--- config.mk ---
export PLATFORM = sky130hd
export DESIGN_NAME = cma_core
export DESIGN_NICKNAME = d
export VERILOG_FILES = /design/src/cma_pkg.sv /design/src/cma_ret_stack.sv /design/src/cma_addr_map.sv /design/src/cma_core.sv
export SDC_FILE = /design/constraint.sdc
export NUM_CORES = 1
export LEC_CHECK = 0
export BUFFER_PORTS_ARGS = -buffer_cell sky130_fd_sc_hd__buf_4
export CORE_ASPECT_RATIO = 0.6
export CORE_MARGIN = 5
export CORE_UTILIZATION = 56
export CTS_CLUSTER_DIAMETER = 30
export DETAILED_ROUTE_END_ITERATION = 12
export HOLD_SLACK_MARGIN = 0.12
export PLACE_DENSITY = 0.82
export SYNTH_ARGS = -nofsm -noshare
export SYNTH_HDL_FRONTEND = slang
export SYNTH_HIERARCHICAL = 1
export SYNTH_SLANG_ARGS = --single-unit
--- constraint.sdc ---
create_clock -name clk_sys -period 6.6 [get_ports clk_sys]
set_clock_uncertainty 0.1 [all_clocks]
set_input_delay 0.66 -clock clk_sys [delete_from_list [all_inputs] [get_ports clk_sys]]
set_output_delay 0.66 -clock clk_sys [all_outputs]
set_load 0.1 [all_outputs]
--- src/cma_pkg.sv ---
// Functional notes
// - return stack holds sixteen entries of fifteen bits for calls, returns, interrupts.
// - overflow or underflow sets its flag; with option enabled triggers software reset.
// - interrupt entry copies status, working, bank, latch-high and pointer registers to shadows; interrupt return restores them.
// - two sixteen-bit pointers reach every file register and program memory.
// - pointer high byte bit 7 set selects program memory for indirect reads.
// - indirect read of program memory returns only the low eight word bits.
// - indirect writes aimed at program memory never change program memory.
// - indirect program memory reads take one additional cycle to fetch.
// - program counter is fifteen bits, spanning 32K words of fourteen bits.
// - program addresses past 0FFFh wrap into the 4096-word array.
// - execution starts at 0000h after reset; accepted interrupt vectors to 0004h.
// - data memory is thirty-two banks of 128 bytes each.
// - bank holds 12 core, 20 special, 80 general, 16 shared common bytes.
// - direct accesses use the bank last written to bank select.
// - reads of unimplemented data locations return zero.
// - data address is twelve bits: five bank bits, seven offset bits.
// - core registers sit at first twelve offsets of every bank.
// - pointers give a linear contiguous view of general RAM across banks.
package cma_pkg;
  // ----------------------------------------------------------------
  // sizes
  // ----------------------------------------------------------------
  localparam int PC_W = 15;
  localparam int PROG_AW = 12;
  localparam int PROG_DW = 14;
  localparam int STK_DEPTH = 16;
  localparam int PROG_SEL_BIT = 15;
  // ----------------------------------------------------------------
  // vectors and reset values
  // ----------------------------------------------------------------
  localparam logic [14:0] RESET_VEC = 15'h0000;
  localparam logic [14:0] IRQ_VEC = 15'h0004;
  localparam logic [7:0] REG_RST = 8'h00;
  // ----------------------------------------------------------------
  // core register offsets and bank layout
  // ----------------------------------------------------------------
  localparam logic [6:0] OFF_INDIRECT_DATA_0 = 7'h00;
  localparam logic [6:0] OFF_INDIRECT_DATA_1 = 7'h01;
  localparam logic [6:0] OFF_PCL = 7'h02;
  localparam logic [6:0] OFF_STATUS = 7'h03;
  localparam logic [6:0] OFF_PTR0L = 7'h04;
  localparam logic [6:0] OFF_PTR0H = 7'h05;
  localparam logic [6:0] OFF_PTR1L = 7'h06;
  localparam logic [6:0] OFF_PTR1H = 7'h07;
  localparam logic [6:0] OFF_BANK = 7'h08;
  localparam logic [6:0] OFF_WORKING_REG = 7'h09;
  localparam logic [6:0] OFF_PROG_COUNTER_LATCH_HIGH = 7'h0A;
  localparam logic [6:0] OFF_INTERRUPT_CONTROL = 7'h0B;
  localparam logic [6:0] NUM_CORE = 7'h0C;
  localparam logic [6:0] GPR_BASE = 7'h20;
  localparam logic [6:0] COMMON_BASE = 7'h70;
  localparam logic [4:0] COMMON_BANK = 5'h00;
  localparam logic [12:0] GPR_PER_BANK = 13'h0050;
  localparam logic [12:0] LIN_LIMIT = 13'h0A00;
  // ----------------------------------------------------------------
  // types
  // ----------------------------------------------------------------
  typedef enum logic [2:0] {
    OP_NONE = 3'b000, OP_NEXT = 3'b001, OP_GOTO = 3'b010, OP_CALL = 3'b011,
    OP_RETURN = 3'b100, OP_RETFIE = 3'b101, OP_BRW = 3'b110
  } cma_op_t;
  typedef enum logic [2:0] {
    ST_IDLE = 3'b000, ST_ISSUE = 3'b001, ST_EXTRA = 3'b010,
    ST_CAPT = 3'b011, ST_DONE = 3'b100
  } cma_state_t;
  typedef struct packed {
    logic [11:0] addr;
    logic [7:0] wdata;
    logic we;
    logic re;
  } cma_dmem_t;
  typedef struct packed {
    logic [7:0] status;
    logic [7:0] working_reg;
    logic [4:0] bank;
    logic [7:0] prog_counter_latch_high;
    logic [15:0] ptr0;
    logic [15:0] ptr1;
  } cma_ctx_t;
endpackage

--- src/cma_ret_stack.sv ---
`timescale 1ns/100ps
module cma_ret_stack
  import cma_pkg::*;
#(
  parameter int DEPTH = STK_DEPTH,
  parameter int WIDTH = PC_W
)
(
  // clock and reset
  input wire logic clk_sys,
  input wire logic reset,
  input wire logic clear,
  // push and pop
  input wire logic push,
  input wire logic pop,
  input wire logic [WIDTH-1:0] pushData,
  output logic [WIDTH-1:0] topData,
  // status
  output logic overflow,
  output logic underflow,
  output logic [$clog2(DEPTH+1)-1:0] depth
);
  localparam int CW = $clog2(DEPTH+1);
  localparam int IW = $clog2(DEPTH);

  logic [WIDTH-1:0] memFf [DEPTH];
  logic [CW-1:0] cntFf;

  // occupancy decode
  wire full = (cntFf == CW'(DEPTH));
  wire empty = (cntFf == '0);
  wire [CW-1:0] topIdx = cntFf - CW'(1);
  wire doPush = push & !full;
  wire doPop = pop & !empty;

  assign overflow = push & full;
  assign underflow = pop & empty;
  assign topData = empty ? '0 : memFf[topIdx[IW-1:0]];
  assign depth = cntFf;

  // entry storage, sixteen by fifteen bits
  always_ff @(posedge clk_sys)
  begin
    if (doPush)
      memFf[cntFf[IW-1:0]] <= pushData;
  end

  // occupancy counter
  always_ff @(posedge clk_sys or posedge reset)
  begin
    if (reset)
      cntFf <= '0;
    else if (clear)
      cntFf <= '0;
    else if (doPush)
      cntFf <= cntFf + CW'(1);
    else if (doPop)
      cntFf <= cntFf - CW'(1);
  end
endmodule

--- src/cma_addr_map.sv ---
`timescale 1ns/100ps
module cma_addr_map
  import cma_pkg::*;
(
  // access source
  input wire logic viaPtr,
  input wire logic [15:0] ptr,
  input wire logic [4:0] bank,
  input wire logic [6:0] off,
  // resolved target
  output logic toProg,
  output logic [PROG_AW-1:0] progAddr,
  output logic [11:0] physAddr,
  output logic coreHit,
  output logic [6:0] coreOff,
  output logic unimpl
);
  // pointer regions: banked, linear general RAM
  wire isTrad = viaPtr & (ptr[15:12] == 4'h0);
  wire [12:0] linOff = ptr[12:0];
  wire isLin = viaPtr & (ptr[15:13] == 3'b001) & (linOff < LIN_LIMIT);
  wire [12:0] linBank = linOff / GPR_PER_BANK;
  wire [12:0] linIdx = linOff % GPR_PER_BANK;
  wire [6:0] linInBank = GPR_BASE + linIdx[6:0];

  // bank and offset selection
  wire [4:0] selBank = !viaPtr ? bank : (isTrad ? ptr[11:7] : linBank[4:0]);
  wire [6:0] selOff = !viaPtr ? off : (isTrad ? ptr[6:0] : linInBank);

  assign toProg = viaPtr & ptr[PROG_SEL_BIT];
  assign progAddr = ptr[PROG_AW-1:0];
  assign unimpl = viaPtr & !toProg & !isTrad & !isLin;
  assign coreHit = !toProg & !unimpl & (selOff < NUM_CORE);
  assign coreOff = selOff;
  // common RAM folds onto one bank, 32 x 128 bytes otherwise
  assign physAddr = (selOff >= COMMON_BASE) ? {COMMON_BANK, selOff}
                                            : {selBank, selOff};
endmodule

--- src/cma_core.sv ---
`timescale 1ns/100ps
module cma_core
  import cma_pkg::*;
(
  // clock and reset
  input wire logic clk_sys,
  input wire logic reset,
  // configuration
  input wire logic stkResetEn,
  input wire logic stkFlagClr,
  // instruction flow
  input wire cma_op_t op,
  input wire logic [10:0] opLit,
  input wire logic irqAccept,
  // file register port
  input wire logic fileReq,
  input wire logic fileWe,
  input wire logic [6:0] fileAddr,
  input wire logic [7:0] fileWdata,
  output logic fileReady,
  output logic fileAck,
  output logic [7:0] fileRdata,
  // program memory
  output logic [PROG_AW-1:0] fetchAddr,
  output logic [PROG_AW-1:0] progAddr,
  output logic progRe,
  input wire logic [PROG_DW-1:0] progRdata,
  // data memory
  output cma_dmem_t dmem,
  input wire logic [7:0] dmemRdata,
  // status
  output logic [PC_W-1:0] pcOut,
  output logic [7:0] wregOut,
  output logic [7:0] statusOut,
  output logic [4:0] bankOut,
  output logic stkOvfFlag,
  output logic stkUnfFlag,
  output logic softResetReq,
  output logic [4:0] stackDepth
);
  // ----------------------------------------------------------------
  // state
  // ----------------------------------------------------------------
  logic [PC_W-1:0] pcFf, nxt_pc;
  logic [7:0] statusFf, wregFf, pclathFf, intconFf;
  logic [4:0] bankFf;
  logic [15:0] ptr0Ff, ptr1Ff;
  cma_ctx_t shadowFf, nxt_ctx;
  logic stkOvfFf, stkUnfFf, softRstFf;
  cma_state_t stateFf, nxt_state;
  logic reqWeFf, reqProgFf, reqUnimplFf, progReFf;
  logic [PROG_AW-1:0] progAddrFf;
  logic [7:0] rdataFf, nxt_rdata;
  cma_dmem_t dmemFf, nxt_dmem;
  logic stkPush, stkPop;
  logic [PC_W-1:0] stkTop;
  logic stkOvfEv, stkUnfEv;
  logic [7:0] coreRdata;

  // program counter increment with natural 15-bit wrap
  function automatic logic [PC_W-1:0] incPc(input logic [PC_W-1:0] pc);
    incPc = pc + PC_W'(1);
  endfunction

  // ----------------------------------------------------------------
  // request decode
  // ----------------------------------------------------------------
  wire idle = (stateFf == ST_IDLE);
  wire takeReq = fileReq & idle & !softRstFf;
  wire isIndf = (fileAddr == OFF_INDIRECT_DATA_0) | (fileAddr == OFF_INDIRECT_DATA_1);
  wire [15:0] selPtr = fileAddr[0] ? ptr1Ff : ptr0Ff;
  wire mapProg, mapCore, mapUnimpl;
  wire [6:0] mapOff;
  wire [11:0] mapPhys;
  wire [PROG_AW-1:0] mapProgAddr;
  wire coreWe = takeReq & mapCore & fileWe;
  wire selfIndf = mapOff < OFF_PCL;
  wire [7:0] progLow = progRdata[7:0];
  wire [7:0] shadowWreg = shadowFf.working_reg;
  wire [4:0] shadowBank = shadowFf.bank;

  cma_addr_map u_map (
    .viaPtr(isIndf),
    .ptr(selPtr),
    .bank(bankFf),
    .off(fileAddr),
    .toProg(mapProg),
    .progAddr(mapProgAddr),
    .physAddr(mapPhys),
    .coreHit(mapCore),
    .coreOff(mapOff),
    .unimpl(mapUnimpl)
  );

  cma_ret_stack u_stack (
    .clk_sys(clk_sys),
    .reset(reset),
    .clear(softRstFf),
    .push(stkPush),
    .pop(stkPop),
    .pushData(irqAccept ? pcFf : incPc(pcFf)),
    .topData(stkTop),
    .overflow(stkOvfEv),
    .underflow(stkUnfEv),
    .depth(stackDepth)
  );

  // ----------------------------------------------------------------
  // program counter and stack control
  // ----------------------------------------------------------------
  always_comb
  begin
    nxt_pc = pcFf;
    stkPush = 1'b0;
    stkPop = 1'b0;
    if (softRstFf)
      nxt_pc = RESET_VEC;
    else if (irqAccept)
    begin
      stkPush = 1'b1;
      nxt_pc = IRQ_VEC;
    end
    else
    begin
      case (op)
        OP_NEXT: nxt_pc = incPc(pcFf);
        OP_GOTO: nxt_pc = {pclathFf[6:3], opLit};
        OP_CALL:
        begin
          stkPush = 1'b1;
          nxt_pc = {pclathFf[6:3], opLit};
        end
        OP_RETURN, OP_RETFIE:
        begin
          stkPop = 1'b1;
          nxt_pc = stkTop;
        end
        OP_BRW: nxt_pc = incPc(pcFf) + {7'h00, wregFf};
        default: nxt_pc = pcFf;
      endcase
      if (coreWe && mapOff == OFF_PCL)
        nxt_pc = {pclathFf[6:0], fileWdata};
    end
  end

  // ----------------------------------------------------------------
  // core registers, shadow restore and software writes
  // ----------------------------------------------------------------
  wire restore = (op == OP_RETFIE) & !irqAccept;
  always_comb
  begin
    nxt_ctx = '{statusFf, wregFf, bankFf, pclathFf, ptr0Ff, ptr1Ff};
    if (coreWe)
    begin
      case (mapOff)
        OFF_STATUS: nxt_ctx.status = fileWdata;
        OFF_PTR0L: nxt_ctx.ptr0[7:0] = fileWdata;
        OFF_PTR0H: nxt_ctx.ptr0[15:8] = fileWdata;
        OFF_PTR1L: nxt_ctx.ptr1[7:0] = fileWdata;
        OFF_PTR1H: nxt_ctx.ptr1[15:8] = fileWdata;
        OFF_BANK: nxt_ctx.bank = fileWdata[4:0];
        OFF_WORKING_REG: nxt_ctx.working_reg = fileWdata;
        OFF_PROG_COUNTER_LATCH_HIGH: nxt_ctx.prog_counter_latch_high = {1'b0, fileWdata[6:0]};
        default: nxt_ctx = nxt_ctx;
      endcase
    end
    if (restore)
      nxt_ctx = shadowFf;
  end

  // core register read mux, same in every bank
  always_comb
  begin
    case (mapOff)
      OFF_PCL: coreRdata = pcFf[7:0];
      OFF_STATUS: coreRdata = statusFf;
      OFF_PTR0L: coreRdata = ptr0Ff[7:0];
      OFF_PTR0H: coreRdata = ptr0Ff[15:8];
      OFF_PTR1L: coreRdata = ptr1Ff[7:0];
      OFF_PTR1H: coreRdata = ptr1Ff[15:8];
      OFF_BANK: coreRdata = {3'b000, bankFf};
      OFF_WORKING_REG: coreRdata = wregFf;
      OFF_PROG_COUNTER_LATCH_HIGH: coreRdata = pclathFf;
      OFF_INTERRUPT_CONTROL: coreRdata = intconFf;
      default: coreRdata = REG_RST;
    endcase
  end

  // ----------------------------------------------------------------
  // access sequencer
  // ----------------------------------------------------------------
  always_comb
  begin
    nxt_state = stateFf;
    nxt_rdata = rdataFf;
    nxt_dmem = dmemFf;
    case (stateFf)
      ST_IDLE:
        if (takeReq)
        begin
          if (mapCore)
          begin
            nxt_state = ST_DONE;
            if (!fileWe)
              nxt_rdata = selfIndf ? REG_RST : coreRdata;
          end
          else if (mapProg && fileWe)
            nxt_state = ST_DONE;
          else
          begin
            nxt_state = ST_ISSUE;
            nxt_dmem.addr = mapPhys;
            nxt_dmem.wdata = fileWdata;
            nxt_dmem.we = fileWe & !mapUnimpl;
            nxt_dmem.re = !fileWe & !mapUnimpl & !mapProg;
          end
        end
      ST_ISSUE:
      begin
        nxt_dmem.we = 1'b0;
        nxt_dmem.re = 1'b0;
        if (reqWeFf)
          nxt_state = ST_DONE;
        else if (reqProgFf)
          nxt_state = ST_EXTRA;
        else
          nxt_state = ST_CAPT;
      end
      ST_EXTRA: nxt_state = ST_CAPT;
      ST_CAPT:
      begin
        nxt_state = ST_DONE;
        if (reqUnimplFf)
          nxt_rdata = REG_RST;
        else if (reqProgFf)
          nxt_rdata = progLow;
        else
          nxt_rdata = dmemRdata;
      end
      ST_DONE: nxt_state = ST_IDLE;
      default: nxt_state = ST_IDLE;
    endcase
  end

  // ----------------------------------------------------------------
  // registers
  // ----------------------------------------------------------------
  // program counter and core registers
  always_ff @(posedge clk_sys or posedge reset)
  begin
    if (reset)
    begin
      pcFf <= RESET_VEC;
      {statusFf, wregFf, bankFf, pclathFf, ptr0Ff, ptr1Ff} <= '0;
      intconFf <= REG_RST;
    end
    else if (softRstFf)
    begin
      pcFf <= RESET_VEC;
      {statusFf, wregFf, bankFf, pclathFf, ptr0Ff, ptr1Ff} <= '0;
      intconFf <= REG_RST;
    end
    else
    begin
      pcFf <= nxt_pc;
      {statusFf, wregFf, bankFf, pclathFf, ptr0Ff, ptr1Ff} <= nxt_ctx;
      if (coreWe && mapOff == OFF_INTERRUPT_CONTROL)
        intconFf <= fileWdata;
    end
  end

  // shadow copy on interrupt entry
  always_ff @(posedge clk_sys or posedge reset)
  begin
    if (reset)
      shadowFf <= '0;
    else if (irqAccept && !softRstFf)
      shadowFf <= '{statusFf, wregFf, bankFf, pclathFf, ptr0Ff, ptr1Ff};
  end

  // stack flags, cleared only by stkFlagClr or power-on reset; software reset keeps them
  always_ff @(posedge clk_sys or posedge reset)
  begin
    if (reset)
    begin
      stkOvfFf <= 1'b0;
      stkUnfFf <= 1'b0;
      softRstFf <= 1'b0;
    end
    else
    begin
      stkOvfFf <= stkOvfEv | (stkOvfFf & !stkFlagClr);
      stkUnfFf <= stkUnfEv | (stkUnfFf & !stkFlagClr);
      softRstFf <= (stkOvfEv | stkUnfEv) & stkResetEn;
    end
  end

  // sequencer and memory strobes
  always_ff @(posedge clk_sys or posedge reset)
  begin
    if (reset)
    begin
      stateFf <= ST_IDLE;
      dmemFf <= '0;
      rdataFf <= REG_RST;
      {reqWeFf, reqProgFf, reqUnimplFf, progReFf} <= 4'h0;
      progAddrFf <= '0;
    end
    else if (softRstFf)
    begin
      stateFf <= ST_IDLE;
      dmemFf <= '0;
      progReFf <= 1'b0;
    end
    else
    begin
      stateFf <= nxt_state;
      dmemFf <= nxt_dmem;
      rdataFf <= nxt_rdata;
      progReFf <= takeReq & mapProg & !fileWe;
      if (takeReq)
      begin
        {reqWeFf, reqProgFf, reqUnimplFf} <= {fileWe, mapProg, mapUnimpl};
        progAddrFf <= mapProgAddr;
      end
    end
  end

  // ----------------------------------------------------------------
  // outputs
  // ----------------------------------------------------------------
  assign fileReady = idle & !softRstFf;
  assign fileAck = (stateFf == ST_DONE);
  assign fileRdata = rdataFf;
  assign fetchAddr = pcFf[PROG_AW-1:0];
  assign progAddr = progAddrFf;
  assign progRe = progReFf;
  assign dmem = dmemFf;
  assign pcOut = pcFf;
  assign wregOut = wregFf;
  assign statusOut = statusFf;
  assign bankOut = bankFf;
  assign stkOvfFlag = stkOvfFf;
  assign stkUnfFlag = stkUnfFf;
  assign softResetReq = softRstFf;
endmodule

* Yosys cells after proc, flatten, opt, wreduce, memory -nomap -nowiden *
Memories as Yosys holds them, arrays and structs flattened.
Index checks and enable logic that the tools add are counted.

word-level totals
  bits in registers = 202
  bits in writable memories = 240
  input bits = 58
  output and inout bits = 101
  word-level logic and storage cells = 217
  memories kept = 1

cells by class
  add/subtract/negate cells = 5
  div/mod/pow operators = 2
  magnitude comparators = 4
  equality and inequality tests = 31
  muxes and demuxes = 63
  bitwise gates (word level) = 32
  reduce and logical (&&, ||, !) cells = 48

memories
  memory         depth  bits a word  rd ports  clocked after Yosys merged registers in  wr ports  RTL line             RTL
  u_stack.memFf  16     15           1         0                                        1         cma_ret_stack.sv:26  logic [WIDTH-1:0] memFf [DEPTH];

operator list
  operator                                                 number
  two-way mux 8 bit                                        18
  two-way mux 61 bit                                       2
  two-way mux 22 bit                                       4
  case mux 8 bit (10 select lines)                         1
  two-way mux 15 bit                                       5
  case mux 15 bit (4 select lines)                         1
  two-way mux 16 bit                                       3
  two-way mux 5 bit                                        7
  nonzero test 3 bit                                       11
  equality test 7 x 3 -> 1 bit (second input constant)     4
  equality test 7 x 4 -> 1 bit (second input constant)     4
  AND 1 bit                                                27
  two-way mux 20 bit                                       1
  AND reduction 2 bit                                      9
  case mux 8 bit (2 select lines)                          1
  adder 15 x 1 -> 15 bit (second input constant)           1
  adder 15 x 8 -> 15 bit                                   1
  two-way mux 3 bit                                        5
  equality test 7 x 2 -> 1 bit (second input constant)     2
  two-way mux 7 bit                                        2
  divider 13 x 7 -> 13 bit (second input constant)         1
  < comparator 13 x 12 -> 1 bit (second input constant)    1
  remainder unit 13 x 7 -> 13 bit (second input constant)  1
  equality test 3 x 2 -> 1 bit (second input constant)     4
  31 further kinds                                         69

* Logic depth before layout (Yosys ltp) *
  depth after elaboration = 16
  gate-level depth with buffers = 23

* Hierarchy *
The synthesis kept the hierarchy.

by module, submodules not included
  module         instances  cells each  area an instance (µm²)  seq. area each (µm²)
  cma_core       1          1101        11149.4                 4929.7
  cma_ret_stack  1          447         9641.7                  7332.0
  cma_addr_map   1          287         2006.9                  0.0

* Least setup slack after synthesis *
OpenSTA, ideal clock, no wires.

  path type = input to register
  start = input port fileAddr[0]
  end = register intconFf[0]
  setup time = 0.132 ns
  arrival time = 5.337 ns
  data required time = 6.368 ns
  path slack = 1.031 ns
  stages on the path = 20
  buffers on the path = 5
  cell sequence = clkbuf_1 -> clkbuf_1 -> mux2_2 -> buf_6 -> or2b_4 -> xor2_1 -> o211a_1 -> nor2_1 -> a21boi_1 -> o41a_1 -> mux2i_2 -> nand3b_4 -> a2111oi_4 -> nand2_1 -> or3_1 -> buf_2 -> or3_1 -> buf_6 -> mux2i_1 -> nor2_1

RTL lines
  what                                                                                     RTL line            RTL
  start: declaration                                                                       cma_core.sv:18      input wire logic [6:0] fileAddr,
  two-way mux 16 bit *                                                                     cma_core.sv:71      wire [15:0] selPtr = fileAddr[0] ? ptr1Ff : ptr0Ff;
  net selPtr[9]                                                                            cma_core.sv:71
  parallel branches: the longest is 6 deep, another holds remainder unit 13 x 7 -> 13 bit  n/a
  AND 1 bit *                                                                              cma_addr_map.sv:33  assign coreHit = !toProg & !unimpl & (selOff < NUM_CORE);
  net mapCore                                                                              cma_core.sv:72      wire mapProg, mapCore, mapUnimpl;
  AND 1 bit * (2 in series)                                                                cma_core.sv:76      wire coreWe = takeReq & mapCore & fileWe;
  logical AND 1 bit *                                                                      cma_core.sv:267     if (coreWe && mapOff == OFF_INTERRUPT_CONTROL)
  nonzero test 2 bit (no source line) *                                                    n/a
  end signal: assignment                                                                   cma_core.sv:268     intconFf <= fileWdata;
  end: declaration                                                                         cma_core.sv:45      logic [7:0] statusFf, wregFf, pclathFf, intconFf;

Mark *: on every way through the listed nets, which the timed path passes.
A chain may end at the register's enable or synchronous reset.

* Worst setup path after layout *
  start = register ptr1Ff[12]
  end = register intconFf[0]

between the ends
  word-level cells in the longest chain between the ends = 13

ends and longest elaborated chain
  what                                                                                     RTL line            RTL
  start: declaration                                                                       cma_core.sv:47      logic [15:0] ptr0Ff, ptr1Ff;
  start signal: assignment                                                                 cma_core.sv:266     {statusFf, wregFf, bankFf, pclathFf, ptr0Ff, ptr1Ff} <= nxt_ctx;
  two-way mux 16 bit *                                                                     cma_core.sv:71
  net selPtr[12]                                                                           cma_core.sv:71
  parallel branches: the longest is 7 deep, another holds remainder unit 13 x 7 -> 13 bit  n/a
  AND 1 bit *                                                                              cma_addr_map.sv:33
  net mapCore                                                                              cma_core.sv:72
  AND 1 bit * (2 in series)                                                                cma_core.sv:76
  logical AND 1 bit *                                                                      cma_core.sv:267
  nonzero test 2 bit (no source line) *                                                    n/a

Marks and branches as above.

==> flow_summary.toml <==
[run_status]
outcome = "finished clean"

[worst_setup_path]
regToRegEndpoint = "intconFf[0]"
critPathRequiredTime_ps = 6930
worstPathArrival_ps = 6070
reg2reg_slack_ps = 860
cp-end-kind = "flip-flop"
cp_max_fo = 24
path_class = "reg2reg"
start_kind = "flip-flop"
r2r_start = "ptr1Ff[12]"
reg2regPathDepth = 15

[hold_path]
hold_class = "in2reg"
hold_start = "fileWe"
min_to = "progRe"
whs_path_depth = 2

[grt]
grt_pass1_vias = 17000
antenna_found_initial = 3
overflow = 0
grt_util_all_layers_pct = 30.3
grt_pass1_wl_mm = 105
grt_max_degree = 122

[routing]
routedWlPerCell_microns = 27.9
routed_via_density = 6.92
drt_iter0_drc = 2677
routed-via-count = 17400
antenna_left = 0
drt-total-wl_mm = 70.2
remaining_drc_errors = 0
dr.pass1.iters = 6

[synth]
syn_inst = 1835
synth_cell_type_count = 103
synth-edff-count = 240
ys_top_cells_by_area = "edfxtp_1 (32%), dfrtp_1 (22%), mux4_2 (7.1%)"
synth.cell_area_sq_mm = 0.0228
yosysWarningCount = 6
syn_nets = 1910
ys_seq_area_share_pct = 53.8
async_flop_share_pct = 45.7
ys_seq_elements = 442
yosysTopAreaCell = "edfxtp_1"
synthFlopType = "edfxtp_1"
synth_area_per_cell_sq_um = 12.4
synth_top_area_share_pct = 31.6

[die]
pin_count = 159
die_w_microns = 270
start_util_pct = 56.5
std_cell_rows = 57
dieArea_sq_mm = 0.0450
dieHeight_microns = 166
core_area_sq_mm = 0.0404

[placed_design]
port_buffers = 152
place_area_sq_mm = 0.0241
dpl_worst_slack_ps = 493
post-dp-hpwl_mm = 46.5
globalplace.congestion = 0.957
dp.cells = 2398

[sta]
fin_crit_ps = 5740
post-route-period-util_pct = 86.9
worstMarginPinSlew_ps = 1230
finalHoldViolCount = 0
rsz0062_at_grt = "false"
timing.fmax_mhz = 174
slew-limit-headroom_pct = 17.4
setup_tns_ps = 0
setup_viol = 0
setup_slack_ps = 862
holdWs_ps = 171
final_max_slew_viol_count = 0

[layout]
final_area_sq_mm = 0.0262
utilization_pct = 65.0
layout-drive-gt1-share_pct = 28.4
fillCellCount = 2850
syn_to_final_growth_pct = 15.1
final_cells = 2516
nNetsFinal = 2005

[clock_tree]
cts.sinks = 442
root_buffer = "clkbuf_16"
htreeDepth = 2
cts_tree = "yes"
clkTransAtPathRegs_ps = 60
cts_resized = 0
cts.path.max_buffers = 3
cts_inserted_buffers = 60
clkLatencyLatePin_ps = 610

[pwr]
ir_worst_vdd_mv = 0.360
p_per_area_mw_per_mm2 = 551
power.leakage_nw = 10.1
power_mw = 14.4

[flow_run]
maxCapViolCount = 0
## power by group
part	leakage (nW)	internal [mW]	switching (mW)
Clock	1.03	1.94	1.38
Combinational	4.39	2.24	4.48
Sequential	4.72	3.68	0.716
## registers in the layout, summed over array words and instances (netlist names), 3 cells and up
name / flops
u_stack/memFf: 240
shadowFf: 48
dmem: 22
ptr0Ff: 16
ptr1Ff: 16
pcOut: 15
progAddr: 12
fileRdata: 8
intconFf: 8
pclathFf: 8
shadowWreg: 8
statusOut: 8
wregOut: 8
bankOut: 5
shadowBank: 5
u_stack/depth: 5
stateFf: 3
## Yosys cell counts (11+ instances only)
| cell | n |
|---|---|
| edfxtp_1 | 240 |
| dfrtp_1 | 202 |
| nand2_1 | 157 |
| mux2_2 | 140 |
| nor2_1 | 101 |
| a21oi_1 | 98 |
| clkbuf_1 | 79 |
| mux4_2 | 72 |
| mux2i_1 | 61 |
| o21ai_0 | 55 |
| nand3_1 | 37 |
| buf_4 | 36 |
| nor3_1 | 35 |
| buf_2 | 30 |
| inv_1 | 28 |
| o22ai_1 | 27 |
| o31ai_1 | 23 |
| xnor2_1 | 23 |
| xor2_1 | 23 |
| and2_1 | 21 |
| nand2b_1 | 18 |
| ha_1 | 16 |
| o211ai_1 | 16 |
| a22o_1 | 15 |
| o221ai_1 | 13 |
| a211oi_1 | 12 |
| a21o_1 | 12 |
| nor2b_1 | 12 |
| nand4_1 | 11 |
| or3_1 | 11 |
## cells in the final DEF (no fill, tap or decap), types with 55 or more instances in the layout
cell         n
dfrtp_1    200
clkbuf_16   60
mux2_2     140
a21oi_1     98
mux2i_1     61
buf_4      192
nor2_1     101
mux4_2      72
nand2_1    157
edfxtp_1   240
o21ai_0     55
## how the worst max path moves through the flow
| stage | cells after the start | start | end |
|---|---|---|---|
| 2_1_floorplan | 1 | reset | bankOut[0] |
| 3_3_place_gp | 16 | fileAddr[0] | intconFf[7] |
| 3_5_place_dp | 16 | fileAddr[0] | intconFf[1] |
| 4_1_cts | 15 | ptr1Ff[11] | intconFf[0] |
| 5_1_grt | 15 | ptr1Ff[10] | intconFf[0] |
| 6_report | 15 | ptr1Ff[12] | intconFf[0] |
## routing by layer
layer | track usage, % | wire length, microns | vias to the layer above
li1 | - | - | 7209
met1 | 43.9 | 28000 | 8695
met2 | 43.7 | 29900 | 1293
met3 | 10.5 | 9920 | 207
met4 | 8.99 | 2310 | 4
met5 | 0 | 27 | -
## logic make-up after synthesis
| family | share of synthesized area (%) |
|---|---|
| simple gates | 10.3 |
| flops | 53.8 |
| compound gates | 12.3 |
| mux | 16.8 |
| buf+inv | 4.09 |
| xor+xnor | 1.77 |
| fa+ha+maj | 0.966 |
## critical path: stages, from the launching register on
cell and delay, ps:
dfrtp_1 440, mux2_2 490, nand2b_1 420, a211oi_2 450, a31oi_1 240, o21ai_1 200
a21boi_1 80, o41a_1 510, mux2i_2 270, nand3b_4 150, a2111oi_4 420, nand2_1 150
or3_1 580, or3_1 670, mux2i_1 260, nor2_1 90
## area by class of cell
class	count	area (sq um)	area share, %
diodes	3	7.51	0.0286
clock buffers	64	1530	5.82
clock inverters	50	572	2.18
inverters	30	120	0.458
multi-input cells	1203	9640	36.7
flip-flops and latches	442	12300	46.7
well taps	531	664	2.53
repair buffers	193	1450	5.53
## timing repair
action / 4_1_cts / 5_1_grt
hold buffers: 1 / 0
hold endpoints to repair: 5 / 0
buffers inserted: 0 / 0
Note: power is estimated with default switching activity, not from simulation.
